--- config.mk ---
export PLATFORM = sky130hd
export DESIGN_NAME = vco_autocal_fsm
export DESIGN_NICKNAME = d
export VERILOG_FILES = /design/src/rtl/vco_autocal_pkg.sv /design/src/rtl/vco_autocal_fsm.sv
export SDC_FILE = /design/constraint.sdc
export NUM_CORES = 1
export LEC_CHECK = 0
export BUFFER_PORTS_ARGS = -buffer_cell sky130_fd_sc_hd__buf_2
export CAP_MARGIN = 10
export CORE_ASPECT_RATIO = 1.4
export CORE_MARGIN = 2
export CORE_UTILIZATION = 49
export CTS_BUF_LIST = sky130_fd_sc_hd__clkbuf_4 sky130_fd_sc_hd__clkbuf_8 sky130_fd_sc_hd__clkbuf_16
export DETAILED_ROUTE_END_ITERATION = 8
export PLACE_DENSITY_LB_ADDON = 0.3
export SYNTH_ARGS = -nofsm -noshare
export SYNTH_HDL_FRONTEND = slang
export SYNTH_SLANG_ARGS = --single-unit
--- constraint.sdc ---
create_clock -name aclk -period 4.4 [get_ports aclk]
set_input_delay 0.44 -clock aclk [delete_from_list [all_inputs] [get_ports aclk]]
set_output_delay 0.44 -clock aclk [all_outputs]
set_load 0.05 [all_outputs]
--- src/rtl/vco_autocal_pkg.sv ---
package vco_autocal_pkg;

	// register byte offsets on the AXI4-Lite slave
	localparam logic [7:0] OFF_CTRL      = 8'h00;
	localparam logic [7:0] OFF_AUTOCAL   = 8'h04;
	localparam logic [7:0] OFF_INT_DIV   = 8'h08;
	localparam logic [7:0] OFF_FRAC_DIV  = 8'h0C;
	localparam logic [7:0] OFF_INTERNAL_VCO_SERIAL_PORT      = 8'h10;
	localparam logic [7:0] OFF_STATUS    = 8'h14;

	// autocal config field positions
	localparam int RES_LSB     = 0;
	localparam int WAIT_LSB    = 3;
	localparam int CLKDIV_LSB  = 13;
	localparam int DISABLE_BIT = 11;
	// ctrl register bit
	localparam int RELOCK_BIT  = 13;

	// vco serial port fields
	localparam int INTERNAL_VCO_SERIAL_PORT_ADDR_LSB = 0;
	localparam int INTERNAL_VCO_SERIAL_PORT_ADDR_W   = 7;
	localparam int INTERNAL_VCO_SERIAL_PORT_DATA_LSB = 7;
	localparam int INTERNAL_VCO_SERIAL_PORT_DATA_W   = 9;
	localparam int CALMODE_BIT   = 7;

	// reset values
	localparam logic [31:0] AUTOCAL_RST = 32'h0000_400F;
	localparam logic [31:0] INT_RST     = 32'h0000_0010;

	// timing in calib clock cycles, then search and fraction bit counts
	localparam int WAIT_UNIT    = 20;
	localparam int XFER_CYCLES  = 20;
	localparam int SEARCH_BITS  = 8;
	localparam int FRAC_BITS    = 24;

	localparam logic [1:0] RESP_OKAY   = 2'h0;
	localparam logic [1:0] RESP_SLVERR = 2'h2;

	typedef enum logic [2:0] {
		ST_IDLE    = 3'b000,
		ST_CALON   = 3'b001,
		ST_WAIT    = 3'b010,
		ST_MEASURE = 3'b011,
		ST_XFER    = 3'b100,
		ST_CALOFF  = 3'b101
	} cal_state_t;

endpackage : vco_autocal_pkg

--- src/rtl/vco_autocal_fsm.sv ---
// The AXI4-Lite slave port and the placing of the registers were left to the implementer.
`timescale 1ns/10ps
// Notes on behaviour
// RULE1: autocal enabled means device owns cal bit
// RULE2: start sets calibration-mode bit to preset tune
// RULE3: binary search core and subband at preset
// RULE4: band found clears calibration-mode bit
// RULE5: band data via serial port, address kept
// RULE6: host programs subsystem address beforehand
// RULE7: auto relock on unlock, only once
// RULE8: frequency change starts calibration automatically
// RULE9: rewriting same value reruns calibration
// RULE10: measure lasts pd period times two^n
// RULE11: expected count per pd cycle floor N
// RULE12: N from integer plus fraction over 2^24
// RULE13: calib clock is reference over 2^m; code divides by 1, 4, 16 or 32 for m of 0 to 3
// RULE14: host keeps calib clock under 50 MHz
// RULE15: host should set clock divide to two
// RULE16: wait 20 times k+1 before measuring
// RULE17: wait, measure, 20-cycle transfer, eight times
// RULE18: host should use highest resolution
// RULE19: accept step whose range contains target
// RULE20: no core preselect while autocal enabled
// RULE21: host may write band settings directly
// RULE22: selected band readable after calibration
// RULE23: keep trial bit if count below expected
module vco_autocal_fsm #(
	parameter int CNT_W = 32
) (
	input  wire logic        aclk,
	input  wire logic        aresetn,
	input  wire logic        clk_en,
	input  wire logic        ref_tick,
	input  wire logic        vco_tick,
	input  wire logic        lock_detect,
	input  wire logic [31:0] s_axi_awaddr,
	input  wire logic        s_axi_awvalid,
	output logic             s_axi_awready,
	input  wire logic [31:0] s_axi_wdata,
	input  wire logic [3:0]  s_axi_wstrb,
	input  wire logic        s_axi_wvalid,
	output logic             s_axi_wready,
	output logic [1:0]       s_axi_bresp,
	output logic             s_axi_bvalid,
	input  wire logic        s_axi_bready,
	input  wire logic [31:0] s_axi_araddr,
	input  wire logic        s_axi_arvalid,
	output logic             s_axi_arready,
	output logic [31:0]      s_axi_rdata,
	output logic [1:0]       s_axi_rresp,
	output logic             s_axi_rvalid,
	input  wire logic        s_axi_rready,
	output logic             cal_mode_r,
	output logic [15:0]      internal_vco_serial_port_word_r,
	output logic             internal_vco_serial_port_load_r,
	output logic             freq_load_r
);

	////////////////////////////////////////////////////////////////////////
	// input synchronisers: three stages, a change counts when 2 and 3 agree

	logic [2:0] ref_sync_r;
	logic [2:0] vco_sync_r;
	logic [2:0] lock_sync_r;
	logic       ref_lvl_r;
	logic       vco_lvl_r;
	logic       lock_lvl_r;
	logic       ref_prev_r;
	logic       vco_prev_r;
	logic       ref_edge;
	logic       vco_edge;

	always_ff @(posedge aclk) begin
		if (!aresetn) begin
			ref_sync_r  <= 3'h0;
			vco_sync_r  <= 3'h0;
			lock_sync_r <= 3'h0;
			ref_lvl_r   <= 1'b0;
			vco_lvl_r   <= 1'b0;
			lock_lvl_r  <= 1'b0;
			ref_prev_r  <= 1'b0;
			vco_prev_r  <= 1'b0;
		end else if (clk_en) begin
			ref_sync_r  <= {ref_sync_r[1:0], ref_tick};
			vco_sync_r  <= {vco_sync_r[1:0], vco_tick};
			lock_sync_r <= {lock_sync_r[1:0], lock_detect};
			if (ref_sync_r[1] == ref_sync_r[2])
				ref_lvl_r <= ref_sync_r[2];
			if (vco_sync_r[1] == vco_sync_r[2])
				vco_lvl_r <= vco_sync_r[2];
			if (lock_sync_r[1] == lock_sync_r[2])
				lock_lvl_r <= lock_sync_r[2];
			ref_prev_r <= ref_lvl_r;
			vco_prev_r <= vco_lvl_r;
		end
	end

	assign ref_edge = ref_lvl_r & ~ref_prev_r;
	// vco_tick is the prescaled vco, slow enough to be sampled here
	assign vco_edge = vco_lvl_r & ~vco_prev_r;

	////////////////////////////////////////////////////////////////////////
	// registers

	logic [31:0] ctrl_r;
	logic [31:0] autocal_r;
	logic [31:0] int_div_r;
	logic [31:0] frac_div_r;
	logic [15:0] internal_vco_serial_port_reg_r;
	logic [7:0]  band_r;
	logic        busy_r;
	logic        relock_used_r;
	logic        freq_req_r;

	logic [31:0] awaddr_r;
	logic [31:0] wdata_r;
	logic [3:0]  wstrb_r;
	logic        aw_have_r;
	logic        w_have_r;
	logic        wr_go;

	function automatic logic [31:0] merge(input logic [31:0] old,
		input logic [31:0] nw, input logic [3:0] be);
		logic [31:0] res;
		res = old;
		for (int i = 0; i < 4; i++)
			if (be[i])
				res[i*8 +: 8] = nw[i*8 +: 8];
		return res;
	endfunction : merge

	function automatic logic known(input logic [7:0] a);
		return (a == vco_autocal_pkg::OFF_CTRL) ||
			(a == vco_autocal_pkg::OFF_AUTOCAL) ||
			(a == vco_autocal_pkg::OFF_INT_DIV) ||
			(a == vco_autocal_pkg::OFF_FRAC_DIV) ||
			(a == vco_autocal_pkg::OFF_INTERNAL_VCO_SERIAL_PORT) ||
			(a == vco_autocal_pkg::OFF_STATUS);
	endfunction : known

	assign wr_go = aw_have_r & w_have_r & ~s_axi_bvalid;

	always_ff @(posedge aclk) begin
		if (!aresetn) begin
			s_axi_awready <= 1'b1;
			s_axi_wready  <= 1'b1;
			aw_have_r     <= 1'b0;
			w_have_r      <= 1'b0;
			awaddr_r      <= 32'h0;
			wdata_r       <= 32'h0;
			wstrb_r       <= 4'h0;
			s_axi_bvalid  <= 1'b0;
			s_axi_bresp   <= vco_autocal_pkg::RESP_OKAY;
		end else if (clk_en) begin
			if (s_axi_awvalid && s_axi_awready) begin
				awaddr_r      <= s_axi_awaddr;
				aw_have_r     <= 1'b1;
				s_axi_awready <= 1'b0;
			end
			if (s_axi_wvalid && s_axi_wready) begin
				wdata_r      <= s_axi_wdata;
				wstrb_r      <= s_axi_wstrb;
				w_have_r     <= 1'b1;
				s_axi_wready <= 1'b0;
			end
			if (wr_go) begin
				aw_have_r    <= 1'b0;
				w_have_r     <= 1'b0;
				s_axi_bvalid <= 1'b1;
				s_axi_bresp  <= (known(awaddr_r[7:0]) &&
					awaddr_r[31:8] == 24'h0) ?
					vco_autocal_pkg::RESP_OKAY :
					vco_autocal_pkg::RESP_SLVERR;
			end
			if (s_axi_bvalid && s_axi_bready) begin
				s_axi_bvalid  <= 1'b0;
				s_axi_awready <= 1'b1;
				s_axi_wready  <= 1'b1;
			end
		end
	end

	logic wr_ok;
	assign wr_ok = wr_go && awaddr_r[31:8] == 24'h0;

	always_ff @(posedge aclk) begin
		if (!aresetn) begin
			ctrl_r     <= 32'h0;
			autocal_r  <= vco_autocal_pkg::AUTOCAL_RST;
			int_div_r  <= vco_autocal_pkg::INT_RST;
			frac_div_r <= 32'h0;
		end else if (clk_en && wr_ok) begin
			if (awaddr_r[7:0] == vco_autocal_pkg::OFF_CTRL)
				ctrl_r <= merge(ctrl_r, wdata_r, wstrb_r);
			else if (awaddr_r[7:0] == vco_autocal_pkg::OFF_AUTOCAL)
				autocal_r <= merge(autocal_r, wdata_r, wstrb_r);
			else if (awaddr_r[7:0] == vco_autocal_pkg::OFF_INT_DIV)
				int_div_r <= merge(int_div_r, wdata_r, wstrb_r);
			else if (awaddr_r[7:0] == vco_autocal_pkg::OFF_FRAC_DIV)
				// top byte reads as zero: the fraction is 24 bits
				frac_div_r <= merge(frac_div_r, wdata_r, wstrb_r) &
					32'h00FF_FFFF;
		end
	end

	logic autocal_on;
	logic div_write;
	logic host_internal_vco_serial_port_write;
	assign autocal_on = ~autocal_r[vco_autocal_pkg::DISABLE_BIT]; // RULE1
	// any write to the divider registers is a frequency change,
	// even with an unchanged value
	assign div_write = wr_ok &&
		(awaddr_r[7:0] == vco_autocal_pkg::OFF_INT_DIV ||
		awaddr_r[7:0] == vco_autocal_pkg::OFF_FRAC_DIV); // RULE9
	assign host_internal_vco_serial_port_write = wr_ok &&
		awaddr_r[7:0] == vco_autocal_pkg::OFF_INTERNAL_VCO_SERIAL_PORT;

	always_ff @(posedge aclk) begin
		if (!aresetn) begin
			s_axi_arready <= 1'b1;
			s_axi_rvalid  <= 1'b0;
			s_axi_rdata   <= 32'h0;
			s_axi_rresp   <= vco_autocal_pkg::RESP_OKAY;
		end else if (clk_en) begin
			if (s_axi_arvalid && s_axi_arready) begin
				s_axi_arready <= 1'b0;
				s_axi_rvalid  <= 1'b1;
				s_axi_rresp   <= vco_autocal_pkg::RESP_OKAY;
				if (s_axi_araddr[31:8] != 24'h0) begin
					s_axi_rdata <= 32'h0;
					s_axi_rresp <= vco_autocal_pkg::RESP_SLVERR;
				end else if (s_axi_araddr[7:0] == vco_autocal_pkg::OFF_CTRL)
					s_axi_rdata <= ctrl_r;
				else if (s_axi_araddr[7:0] == vco_autocal_pkg::OFF_AUTOCAL)
					s_axi_rdata <= autocal_r;
				else if (s_axi_araddr[7:0] == vco_autocal_pkg::OFF_INT_DIV)
					s_axi_rdata <= int_div_r;
				else if (s_axi_araddr[7:0] == vco_autocal_pkg::OFF_FRAC_DIV)
					s_axi_rdata <= frac_div_r;
				else if (s_axi_araddr[7:0] == vco_autocal_pkg::OFF_INTERNAL_VCO_SERIAL_PORT)
					s_axi_rdata <= {16'h0, internal_vco_serial_port_reg_r};
				else if (s_axi_araddr[7:0] == vco_autocal_pkg::OFF_STATUS)
					s_axi_rdata <= {22'h0, relock_used_r, busy_r,
						band_r}; // RULE22
				else begin
					s_axi_rdata <= 32'h0;
					s_axi_rresp <= vco_autocal_pkg::RESP_SLVERR;
				end
			end
			if (s_axi_rvalid && s_axi_rready) begin
				s_axi_rvalid  <= 1'b0;
				s_axi_arready <= 1'b1;
			end
		end
	end

	////////////////////////////////////////////////////////////////////////
	// calib clock: one tick per 1, 4, 16 or 32 reference edges for m of 0 to 3

	logic [4:0] div_cnt_r;
	logic [4:0] div_top;
	logic       cal_tick;
	always_comb begin
		case (autocal_r[vco_autocal_pkg::CLKDIV_LSB +: 2])
			2'h0:    div_top = 5'h00;
			2'h1:    div_top = 5'h03;
			2'h2:    div_top = 5'h0F;
			default: div_top = 5'h1F;
		endcase
	end
	assign cal_tick = ref_edge && div_cnt_r == div_top; // RULE13

	always_ff @(posedge aclk) begin
		if (!aresetn)
			div_cnt_r <= 5'h00;
		else if (clk_en && ref_edge)
			div_cnt_r <= (div_cnt_r >= div_top) ? 5'h00 : div_cnt_r + 5'h01;
	end

	////////////////////////////////////////////////////////////////////////
	// search engine

	vco_autocal_pkg::cal_state_t state_r;
	logic [11:0]      step_cnt_r;
	logic [8:0]       pd_cnt_r;
	logic [CNT_W-1:0] vco_cnt_r;
	logic [3:0]       bit_idx_r;
	logic [7:0]       trial_r;
	logic [CNT_W-1:0] expect_cnt;
	logic [8:0]       pd_total;
	logic [11:0]      wait_total;
	logic [55:0]      n_scaled;

	// N scaled by 2^24 then by 2^n, truncated: floor(N * 2^n)
	assign n_scaled = ({24'h0, int_div_r} << vco_autocal_pkg::FRAC_BITS) +
		{32'h0, frac_div_r[23:0]}; // RULE12
	assign expect_cnt = CNT_W'((n_scaled << autocal_r[2:0]) >>
		vco_autocal_pkg::FRAC_BITS); // RULE11
	assign pd_total = 9'h001 << autocal_r[2:0]; // RULE10
	assign wait_total = 12'(vco_autocal_pkg::WAIT_UNIT) *
		(12'(autocal_r[vco_autocal_pkg::WAIT_LSB +: 7]) + 12'h001); // RULE16

	logic lock_fall;
	logic lock_prev_r;
	assign lock_fall = lock_prev_r & ~lock_lvl_r;
	always_ff @(posedge aclk) begin
		if (!aresetn)
			lock_prev_r <= 1'b0;
		else if (clk_en)
			lock_prev_r <= lock_lvl_r;
	end

	// a request arriving mid-search is held until the search ends
	always_ff @(posedge aclk) begin
		if (!aresetn)
			freq_req_r <= 1'b0;
		else if (clk_en) begin
			if (div_write && autocal_on)
				freq_req_r <= 1'b1; // RULE8
			else if (state_r == vco_autocal_pkg::ST_IDLE && cal_tick)
				freq_req_r <= 1'b0;
		end
	end

	// lock_fall lasts one cycle and seldom meets a calib tick,
	// so the relock request is held until the next tick
	logic relock_go;
	logic relock_req_r;
	assign relock_go = ctrl_r[vco_autocal_pkg::RELOCK_BIT] && lock_fall &&
		!relock_used_r && autocal_on &&
		state_r == vco_autocal_pkg::ST_IDLE; // RULE7

	always_ff @(posedge aclk) begin
		if (!aresetn)
			relock_used_r <= 1'b0;
		else if (clk_en) begin
			if (relock_go)
				relock_used_r <= 1'b1; // RULE7
			else if (div_write)
				relock_used_r <= 1'b0;
		end
	end

	always_ff @(posedge aclk) begin
		if (!aresetn)
			relock_req_r <= 1'b0;
		else if (clk_en) begin
			if (relock_go)
				relock_req_r <= 1'b1;
			else if (state_r == vco_autocal_pkg::ST_IDLE && cal_tick)
				relock_req_r <= 1'b0;
		end
	end

	always_ff @(posedge aclk) begin
		if (!aresetn) begin
			state_r     <= vco_autocal_pkg::ST_IDLE;
			busy_r      <= 1'b0;
			cal_mode_r  <= 1'b0;
			step_cnt_r  <= 12'h000;
			pd_cnt_r    <= 9'h000;
			vco_cnt_r   <= '0;
			bit_idx_r   <= 4'h0;
			trial_r     <= 8'h00;
			band_r      <= 8'h00;
			freq_load_r <= 1'b0;
		end else if (clk_en) begin
			freq_load_r <= 1'b0;
			if (div_write && !autocal_on)
				freq_load_r <= 1'b1;
			if (state_r == vco_autocal_pkg::ST_MEASURE) begin
				if (vco_edge)
					vco_cnt_r <= vco_cnt_r + CNT_W'(1);
				if (ref_edge)
					pd_cnt_r <= pd_cnt_r + 9'h001;
			end
			case (state_r)
				vco_autocal_pkg::ST_IDLE: if (cal_tick &&
						(freq_req_r || relock_req_r)) begin
					busy_r     <= 1'b1;
					cal_mode_r <= 1'b1; // RULE2
					// search always starts from the top core bit
					trial_r    <= 8'h80; // RULE20
					bit_idx_r  <= 4'h7;
					// a stale count would skip the first trial bit
					pd_cnt_r   <= 9'h000;
					step_cnt_r <= 12'h000;
					state_r    <= vco_autocal_pkg::ST_CALON;
				end
				vco_autocal_pkg::ST_CALON: if (cal_tick) begin
					state_r <= vco_autocal_pkg::ST_XFER;
				end
				vco_autocal_pkg::ST_WAIT: if (cal_tick) begin
					step_cnt_r <= step_cnt_r + 12'h001;
					if (step_cnt_r + 12'h001 >= wait_total) begin
						pd_cnt_r  <= 9'h000;
						vco_cnt_r <= '0;
						state_r   <= vco_autocal_pkg::ST_MEASURE;
					end
				end
				vco_autocal_pkg::ST_MEASURE:
					if (ref_edge && pd_cnt_r + 9'h001 >= pd_total) begin
					// slow trial keeps its bit set to raise frequency
					if (vco_cnt_r >= expect_cnt) // RULE23
						trial_r[bit_idx_r[2:0]] <= 1'b0; // RULE3
					if (bit_idx_r != 4'h0)
						trial_r[bit_idx_r[2:0] - 3'h1] <= 1'b1;
					step_cnt_r <= 12'h000;
					state_r    <= vco_autocal_pkg::ST_XFER; // RULE17
				end
				vco_autocal_pkg::ST_XFER: if (cal_tick) begin
					step_cnt_r <= step_cnt_r + 12'h001;
					if (step_cnt_r + 12'h001 >= 12'(vco_autocal_pkg::XFER_CYCLES))
						begin
						step_cnt_r <= 12'h000;
						if (pd_cnt_r != 9'h000 && bit_idx_r == 4'h0) begin
							band_r  <= trial_r; // RULE19
							state_r <= vco_autocal_pkg::ST_CALOFF;
						end else begin
							if (pd_cnt_r != 9'h000)
								bit_idx_r <= bit_idx_r - 4'h1;
							pd_cnt_r <= 9'h000;
							state_r  <= vco_autocal_pkg::ST_WAIT;
						end
					end
				end
				vco_autocal_pkg::ST_CALOFF: if (cal_tick) begin
					cal_mode_r  <= 1'b0; // RULE4
					busy_r      <= 1'b0;
					freq_load_r <= 1'b1;
					state_r     <= vco_autocal_pkg::ST_IDLE;
				end
				default: state_r <= vco_autocal_pkg::ST_IDLE;
			endcase
		end
	end

	////////////////////////////////////////////////////////////////////////
	// vco serial port word: address field belongs to the host

	always_ff @(posedge aclk) begin
		if (!aresetn) begin
			internal_vco_serial_port_reg_r  <= 16'h0000;
			internal_vco_serial_port_word_r <= 16'h0000;
			internal_vco_serial_port_load_r <= 1'b0;
		end else if (clk_en) begin
			internal_vco_serial_port_load_r <= 1'b0;
			if (host_internal_vco_serial_port_write && !busy_r) begin
				internal_vco_serial_port_reg_r  <= wdata_r[15:0]; // RULE21
				internal_vco_serial_port_word_r <= wdata_r[15:0];
				internal_vco_serial_port_load_r <= 1'b1;
			end else if (busy_r && state_r == vco_autocal_pkg::ST_XFER &&
				cal_tick && step_cnt_r == 12'h000) begin
				internal_vco_serial_port_reg_r[vco_autocal_pkg::INTERNAL_VCO_SERIAL_PORT_DATA_LSB +:
					vco_autocal_pkg::INTERNAL_VCO_SERIAL_PORT_DATA_W] <= {1'b0, trial_r};
				internal_vco_serial_port_word_r <= {{1'b0, trial_r},
					internal_vco_serial_port_reg_r[vco_autocal_pkg::INTERNAL_VCO_SERIAL_PORT_ADDR_LSB +:
					vco_autocal_pkg::INTERNAL_VCO_SERIAL_PORT_ADDR_W]}; // RULE5
				internal_vco_serial_port_load_r <= 1'b1;
			end
		end
	end

endmodule : vco_autocal_fsm

==> results.toml, run 1 <==
[sta]
hold_viol_final = 0
finalSetupTns_ns = 0
skew_ns = 0.0351
slew-limit-headroom_pct = 24.2
slew_violations = 0
tightest_slew_ns = 1.13
grt_setup_unrepaired = "false"
setup_viol = 0
fin_crit_sh_pct = 91.2
max_freq_mhz = 249
period_needed_ns = 4.01

[global_route]
gr-total-overflow = 0
grt_max_degree = 135
grt_pass1_wl_mm = 81.8
track_usage_pct = 24.9
grt_pass1_vias = 15700
antenna_found_initial = 0

[synthesis]
ys.warnings.count = 0
yosysTopAreaCellShare_pct = 37.2
syn_avg_cell_area_um2 = 9.00
ys_ff_latch = 354
yosysSeqAreaShare_pct = 37.2
yosys.area.top_type = "dfxtp_1"
synthesis.area_um2 = 19100
synthTopCellsByCount = "dfxtp_1 (354), nand2_1 (315), mux2i_1 (162), nor2b_1 (118), nor2_1 (116)"
postSynth.asyncResetShare_pct = 0
syn-instance-count = 2117
synthTopCellsByArea = "dfxtp_1 (37%), mux2i_1 (8.5%), nand2_1 (6.2%)"
ys_types = 90
synth-edff-count = 0
ys.flop_type = "dfxtp_1"
yosys.cell_count.top_type = "dfxtp_1"

[worst_setup_path]
cp.required_ns = 4.86
cp_num_buf_inv = 1
critPathTopFamily = "compound AO/OA/AOI/OAI gates"
critPathMaxStageDelay_ns = 0.47
rr_worst_depth = 17
endpoint_kind = "register"
r2r-end = "vco_cnt_r[18]"
cp_slowest_cell = "fa_1"
criticalPathCategory = "register to register"
r2r_slack_ns = 0.39
critical_path_arrival_ns = 4.47
startpoint_type = "register"
rr_startpoint = "autocal_r[3]"
cp_max_fo = 32
path_cells = "ha_1, nand3_1, xnor2_1, ha_1, fa_1, a21oi_1, nor2_1, nor2_1, o21bai_1, a21oi_1, xor2_1, ha_1, a2111o_1, o21ai_0, o31ai_4, buf_4, nor2_1"

[floorplanning]
die_x_um = 171
rows = 85
start_util_pct = 49.6
die_area_um2 = 40500
core_um2 = 38400
die_h_um = 237
ioPinCount = 171

[cells_and_area]
antenna_cells = 0
nets = 2396
drive_gt1_share_pct = 15.8
area_growth_pct = 12.7
final_cell_area_um2 = 21500

[power]
p_leak_nw = 9.16
powerDensity_nw_per_um2 = 324
peakVddDrop_v = 0.000352

[worst_hold_path]
hp-class = "primary input to register"
min_to = "awaddr_r[6]"
worstHoldStart = "s_axi_awaddr[6]"
holdPathStages = 3

[placed_design]
placed_area_um2 = 20100
hpwl_mm = 37.6
io_buffers = 168
gp_congestion = 0.872

[clock_tree]
cts_hold_buf = 0
cts_sinks = 354
cts_resized = 0
cts_htree_levels = 2
cts_tree = "yes"
cts-root-buf = "clkbuf_16"
post_cts.repair.setup_buffers = 0
cts_made_buffers = 39
clock_path_buffers = 3
clk_pin_slew_ns = 0.06
clk_latency_ns = 0.56

[route]
remaining_drc_errors = 0
vias_per_cell = 5.75
ant_nets = 0
dr.pass1.iters = 5
vias = 15900
routed_wl_mm = 50.9
routedWlPerCell_um = 18.5
drt_iter0_drc = 982

[flow_run]
max-cap-violations = 0

[status]
status = "completed"
-- state kept, by name, summed over array words and instances (netlist names), 3 cells and up --
register                         flops
autocal_r                           32
awaddr_r                            32
band_r                               8
bit_idx_r                            4
ctrl_r                              32
div_cnt_r                            5
frac_div_r                          24
int_div_r                           32
internal_vco_serial_port_reg_r       7
internal_vco_serial_port_word_r     16
lock_sync_r                          3
pd_cnt_r                             9
ref_sync_r                           3
s_axi_rdata                         32
state_r                              3
step_cnt_r                          12
trial_r                              8
vco_cnt_r                           32
vco_sync_r                           3
wdata_r                             32
wstrb_r                              4
-- cell type report --
| type | count | area [um^2] |
|---|---|---|
| timing repair buffer | 193 | 1070 |
| clock buffer | 57 | 1150 |
| fill | 3449 | 16900 |
| inverter | 35 | 131 |
| multi-input combinational | 1585 | 11200 |
| sequential | 354 | 7090 |
| clock inverter | 12 | 181 |
| tap | 522 | 653 |
-- cell usage in the layout, fill, tap and decap left out, types with 11 or more instances in the layout --
| cell | synthesis | routed |
|---|---|---|
| a21boi_0 | 93 | 93 |
| a21boi_1 | 43 | 43 |
| a21o_1 | 14 | 14 |
| a21oi_1 | 48 | 48 |
| a221oi_1 | 12 | 12 |
| a22oi_1 | 17 | 17 |
| a32o_1 | 19 | 19 |
| and2_1 | 31 | 31 |
| and3_1 | 16 | 16 |
| buf_2 | 17 | 167 |
| buf_4 | 18 | 22 |
| clkbuf_16 | 0 | 39 |
| clkbuf_4 | 0 | 12 |
| dfxtp_1 | 354 | 351 |
| ha_1 | 76 | 76 |
| inv_1 | 34 | 34 |
| mux2_2 | 15 | 15 |
| mux2i_1 | 162 | 162 |
| mux4_2 | 21 | 21 |
| nand2_1 | 315 | 315 |
| nand3_1 | 89 | 89 |
| nand4_1 | 18 | 18 |
| nor2_1 | 116 | 116 |
| nor2b_1 | 118 | 118 |
| nor3_1 | 21 | 21 |
| nor4_1 | 22 | 22 |
| o21ai_0 | 46 | 46 |
| o21ai_1 | 11 | 11 |
| xnor2_1 | 31 | 31 |
| xor2_1 | 42 | 42 |
-- tightest hold or removal path: stages --
cell and delay [ns]:
buf_2 0.10, nand2_1 0.04, a21boi_0 0.06
-- cell families (layout without fill, tap and decap cells) --
| kind of cell | count (synthesis) | in the layout | share of synthesized area (%) |
|---|---|---|---|
| AO/OA/AOI/OAI | 400 | 400 | 15.9 |
| XOR/XNOR | 73 | 73 | 3.35 |
| adder cells (fa/ha/maj) | 77 | 77 | 5.09 |
| buffers and inverters | 179 | 297 | 4.27 |
| flip-flops | 354 | 354 | 37.2 |
| multiplexers | 208 | 208 | 12.5 |
| other | 1 | 2 | 0.0197 |
| AND/OR/NAND/NOR | 825 | 825 | 21.7 |
-- where the power goes --
group | total, mW | switching [mW] | internal, mW | leakage, nW
logic | 0.298 | 0.179 | 0.119 | 5.64
clock network | 3.37 | 1.36 | 2.01 | 0.664
registers | 3.29 | 0.0497 | 3.24 | 2.86
total | 6.96 | 1.59 | 5.37 | 9.16
-- metal layers --
layer | GRT usage, % | wire length (um) | vias up
li1 | - | - | 7682
met1 | 30.2 | 21100 | 7629
met5 | 0 | 0 | -
met2 | 43.9 | 25400 | 437
met3 | 3.55 | 2330 | 117
met4 | 10.4 | 2080 | 0
-- worst max path at each step --
stage               depth (start not counted)            end    startpoint  slack [ns]
finish                                     17  vco_cnt_r[18]  autocal_r[3]        0.39
global route                               17  vco_cnt_r[24]  autocal_r[3]        0.04
CTS                                        17  vco_cnt_r[18]  autocal_r[3]        0.37
detailed placement                         17  vco_cnt_r[13]  autocal_r[3]        0.43
global placement                           17  vco_cnt_r[31]  autocal_r[3]        0.51
floorplan                                  18  vco_cnt_r[10]  autocal_r[3]        0.78
-- per-stage QoR --
step / util, % / power, mW / hold slack (ns) / instances / worst slack [ns]
after CTS: 55.9 / 7.00 / 0.112 / 2758 / 0.366
after global placement: 52.5 / 3.65 / 0.438 / 2689 / 0.508
after floorplan: - / 3.54 / 0.427 / 2118 / 0.777
after detailed placement: 52.5 / 3.66 / 0.443 / 2689 / 0.434
after global routing: 55.9 / 7.16 / 0.120 / 2758 / 0.0407
final: 55.9 / 6.96 / 0.126 / 2758 / 0.388
Note: power is estimated with default switching activity, not from simulation.
==> run 2, diff against run 1 <==
clock period = 4.5 ns   (was 4.4 ns; I/O delays follow)
==> results.toml, run 2 (synthesis results as in run 1) <==
[clock_tree]
cts_resized = 0
post_cts.repair.setup_buffers = 0
clock_path_buffers = 3
cts-root-buf = "clkbuf_16"
cts_made_buffers = 37
cts_tree = "yes"
cts_htree_levels = 2
cts_hold_buf = 0
clk_pin_slew_ns = 0.07
cts_sinks = 354
clk_latency_ns = 0.55

[worst_hold_path]
hp-class = "primary input to register"

[cells_and_area]
area_growth_pct = 12.3
drive_gt1_share_pct = 15.5
nets = 2392
n_fill_cell = 3418
utilization_pct = 55.8
mostFrequentLayoutCell = "dfxtp_1"
regArea_um2 = 7090
multiInputGateArea_um2 = 11200
layout_common_cells = "dfxtp_1 (351), nand2_1 (315), buf_2 (167), mux2i_1 (162), nor2b_1 (118)"
final_cell_area_um2 = 21400

[worst_setup_path]
critical_path_arrival_ns = 4.47
endpoint_kind = "register"
criticalPathCategory = "register to register"
cp_max_fo = 32
cp.required_ns = 4.96
startpoint_type = "register"

[sta]
period_needed_ns = 4.01
slew_violations = 0
slew-limit-headroom_pct = 23.8
skew_ns = 0.0283
setup_viol = 0
hold_viol_final = 0
max_freq_mhz = 249
timing.hold.ws_ns = 0.143
fin_crit_sh_pct = 89.1
finalSetupTns_ns = 0
tightest_slew_ns = 1.14
grt_setup_unrepaired = "false"

[global_route]
grt_pass1_wl_mm = 81.3
grt_max_degree = 134
gr-total-overflow = 0
antenna_found_initial = 2
track_usage_pct = 24.9
grt_pass1_vias = 15600

[power]
p_leak_nw = 9.12
powerDensity_nw_per_um2 = 315
power.total_mw = 6.74
peakVddDrop_v = 0.000314

[route]
routedWlPerCell_um = 18.5
ant_nets = 0
vias_per_cell = 5.73
routed_wl_mm = 50.8
vias = 15800
remaining_drc_errors = 0
drt_iter0_drc = 1013
dr.pass1.iters = 7

[floorplanning]
ioPinCount = 171
start_util_pct = 49.6
core_um2 = 38400
die_h_um = 237
die_area_um2 = 40500
rows = 85
die_x_um = 171

[flow_run]
max-cap-violations = 0

[placed_design]
hpwl_mm = 37.3
io_buffers = 168
gp_congestion = 0.864
placed_area_um2 = 20100

[status]
status = "completed"
==> run 2: critical path: stages, from the launching register on <==
cell	delay, ns
dfxtp_1	0.43
ha_1	0.22
nand3_1	0.13
xnor2_1	0.25
ha_1	0.31
fa_1	0.47
a21oi_1	0.17
nor2_1	0.05
nor2_1	0.15
o21bai_1	0.09
a21oi_1	0.17
xor2_1	0.09
ha_1	0.19
a2111o_1	0.40
o21ai_0	0.29
o31ai_4	0.08
buf_4	0.27
nor2_1	0.15
==> run 2: routing by layer <==
layer  GRT usage [%]  wire (um)  up-vias
li1                -          -     7676
met4            11.7       2240        2
met2            43.4      25200      454
met5               0         11        -
met3            3.80       2710      115
met1            29.9      20700     7531
==> run 2: final timing paths <==
check | startpoint | end | slack [ns] | depth (start not counted)
max | autocal_r[3] | vco_cnt_r[23] | 0.49 | 17
max reg2reg | autocal_r[3] | vco_cnt_r[23] | 0.49 | 17
min | s_axi_awaddr[6] | awaddr_r[6] | 0.14 | 3
min reg2reg | lock_sync_r[2] | lock_lvl_r | 0.45 | 2
==> run 2: final cells by class <==
cell class | count | share of cell area (%)
Clock buffer | 52 | 5.06
Tap cell | 522 | 3.05
Multi-Input combinational cell | 1585 | 52.3
Inverter | 35 | 0.614
Timing Repair Buffer | 191 | 4.88
Clock inverter | 12 | 0.964
Antenna cell | 1 | 0.0117
Sequential cell | 354 | 33.1
==> run 2: stage by stage <==
| step | instances | worst slack, ns |
|---|---|---|
| after floorplan | 2118 | 0.877 |
| after global placement | 2687 | 0.624 |
| after detailed placement | 2687 | 0.511 |
| after CTS | 2751 | 0.460 |
| after global routing | 2751 | 0.185 |
| final | 2752 | 0.489 |
==> run 2: report_power, final <==
group / total (mW) / switching (mW) / internal, mW
clock: 3.23 / 1.30 / 1.92
sequential: 3.22 / 0.0499 / 3.17
combinational: 0.289 / 0.172 / 0.116
==> run 3, diff against run 2 <==
CORE_MARGIN = default   (was 2)
==> results.toml, run 3 (synthesis results as in run 1) <==
[status]
status = "completed"

[worst_setup_path]
critical_path_arrival_ns = 4.50
critPathMaxStageDelay_ns = 0.47
setup.worst_path.end = "vco_cnt_r[29]"
criticalPathCategory = "register to register"
r2r-end = "vco_cnt_r[29]"
endpoint_kind = "register"
cp_num_buf_inv = 1
r2r_slack_ns = 0.44
cp_num_cells = 17
rr_worst_depth = 17
rr_startpoint = "autocal_r[3]"
startpoint_type = "register"
cp_max_fo = 32
cp.required_ns = 4.95
startpoint = "autocal_r[3]"
path_cells = "ha_1, nand3_1, xnor2_1, ha_1, fa_1, a21oi_1, nor2_1, nor2_1, o21bai_1, a21oi_1, xor2_1, ha_1, a2111o_1, o21ai_0, o31ai_4, buf_4, nor2_1"
critPathTopFamily = "compound AO/OA/AOI/OAI gates"
cp_slowest_cell = "fa_1"

[sta]
grt_setup_unrepaired = "false"
slew_violations = 0
tightest_slew_ns = 1.15
finalSetupTns_ns = 0
timing.hold.ws_ns = 0.156
skew_ns = 0.0242
max_freq_mhz = 246
slew-limit-headroom_pct = 23.1
setup_viol = 0
hold_viol_final = 0
setup_ws_ns = 0.441
fin_crit_sh_pct = 90.2
period_needed_ns = 4.06

[clock_tree]
cts_tree = "yes"
post_cts.repair.setup_buffers = 0
cts_made_buffers = 37
cts_htree_levels = 2
cts_sinks = 354
cts_hold_buf = 0
cts-root-buf = "clkbuf_16"
clk_pin_slew_ns = 0.06
clk_latency_ns = 0.54
cts_resized = 0
clock_path_buffers = 3

[placed_design]
gp_congestion = 0.872
place_ws_ns = 0.504
placed_area_um2 = 20100
dp.cells = 2690
io_buffers = 168
hpwl_mm = 37.4

[floorplanning]
core_um2 = 38400
die_x_um = 169
rows = 85
ioPinCount = 171
start_util_pct = 49.6
die_area_um2 = 39700
die_h_um = 235

[global_route]
gr-total-overflow = 0
grt_max_degree = 119
grt_pass1_wl_mm = 82.1
antenna_found_initial = 0
grt_pass1_vias = 15700
track_usage_pct = 25.6

[cells_and_area]
fin_cells = 2752
layout_common_cells = "dfxtp_1 (351), nand2_1 (315), buf_2 (167), mux2i_1 (162), nor2b_1 (118)"
area_growth_pct = 12.1
nets = 2395
antenna_cells = 0
utilization_pct = 55.7
mostFrequentLayoutCell = "dfxtp_1"
final_cell_area_um2 = 21400
drive_gt1_share_pct = 15.6

[route]
routed_wl_mm = 50.8
vias = 15800
ant_nets = 0
routedWlPerCell_um = 18.5
vias_per_cell = 5.73
dr.pass1.iters = 9
remaining_drc_errors = 0
drt_iter0_drc = 1147

[worst_hold_path]
hp-class = "primary input to register"

[flow_run]
max-cap-violations = 0

[power]
power.total_mw = 6.69
powerDensity_nw_per_um2 = 313
peakVddDrop_v = 0.000322
p_leak_nw = 9.11
## run 3: cell count changes in the layout (fill, tap and decap cells not counted), sizes merged
cell	previous run	this run
buf	191	194
diode	1	0
clkbuf	52	50
clkinv	6	5
inv	36	37
## run 3: layer usage
metal | part of all wire (%) | vias to the layer above | GRT usage (%)
met5 | 0 | - | 0
met4 | 3.4 | 0 | 9.78
met3 | 4.7 | 98 | 3.85
met2 | 50 | 453 | 45.7
met1 | 42 | 7538 | 30.4
li1 | - | 7667 | -
## run 3: how the worst min path moves through the flow
stage / from / to / slack (ns) / cells past startpoint
floorplan: frac_div_r[16] / frac_div_r[16] / 0.43 / 2
global placement: frac_div_r[2] / frac_div_r[2] / 0.44 / 2
detailed placement: s_axi_rdata[13] / s_axi_rdata[13] / 0.44 / 2
CTS: s_axi_wdata[11] / wdata_r[11] / 0.15 / 3
global route: s_axi_awaddr[16] / awaddr_r[16] / 0.17 / 3
finish: s_axi_wdata[11] / wdata_r[11] / 0.16 / 3
## run 3: where the power goes
part / internal [mW] / switching, mW / leakage (nW)
Clock: 1.90 / 1.28 / 0.622
Sequential: 3.17 / 0.0467 / 2.86
Combinational: 0.116 / 0.174 / 5.63
## run 3: worst min-delay path, cell delays in order
cell	delay (ns)
buf_2	0.10
nand2_1	0.04
a21boi_0	0.06
## run 3: final cells by class
cell class                      instances  area, um^2
Multi-Input combinational cell       1585       11200
Clock inverter                         12         170
Timing Repair Buffer                  194        1050
Inverter                               35         131
Clock buffer                           50        1070
Tap cell                              522         653
Fill cell                            3470       17000
Sequential cell                       354        7090
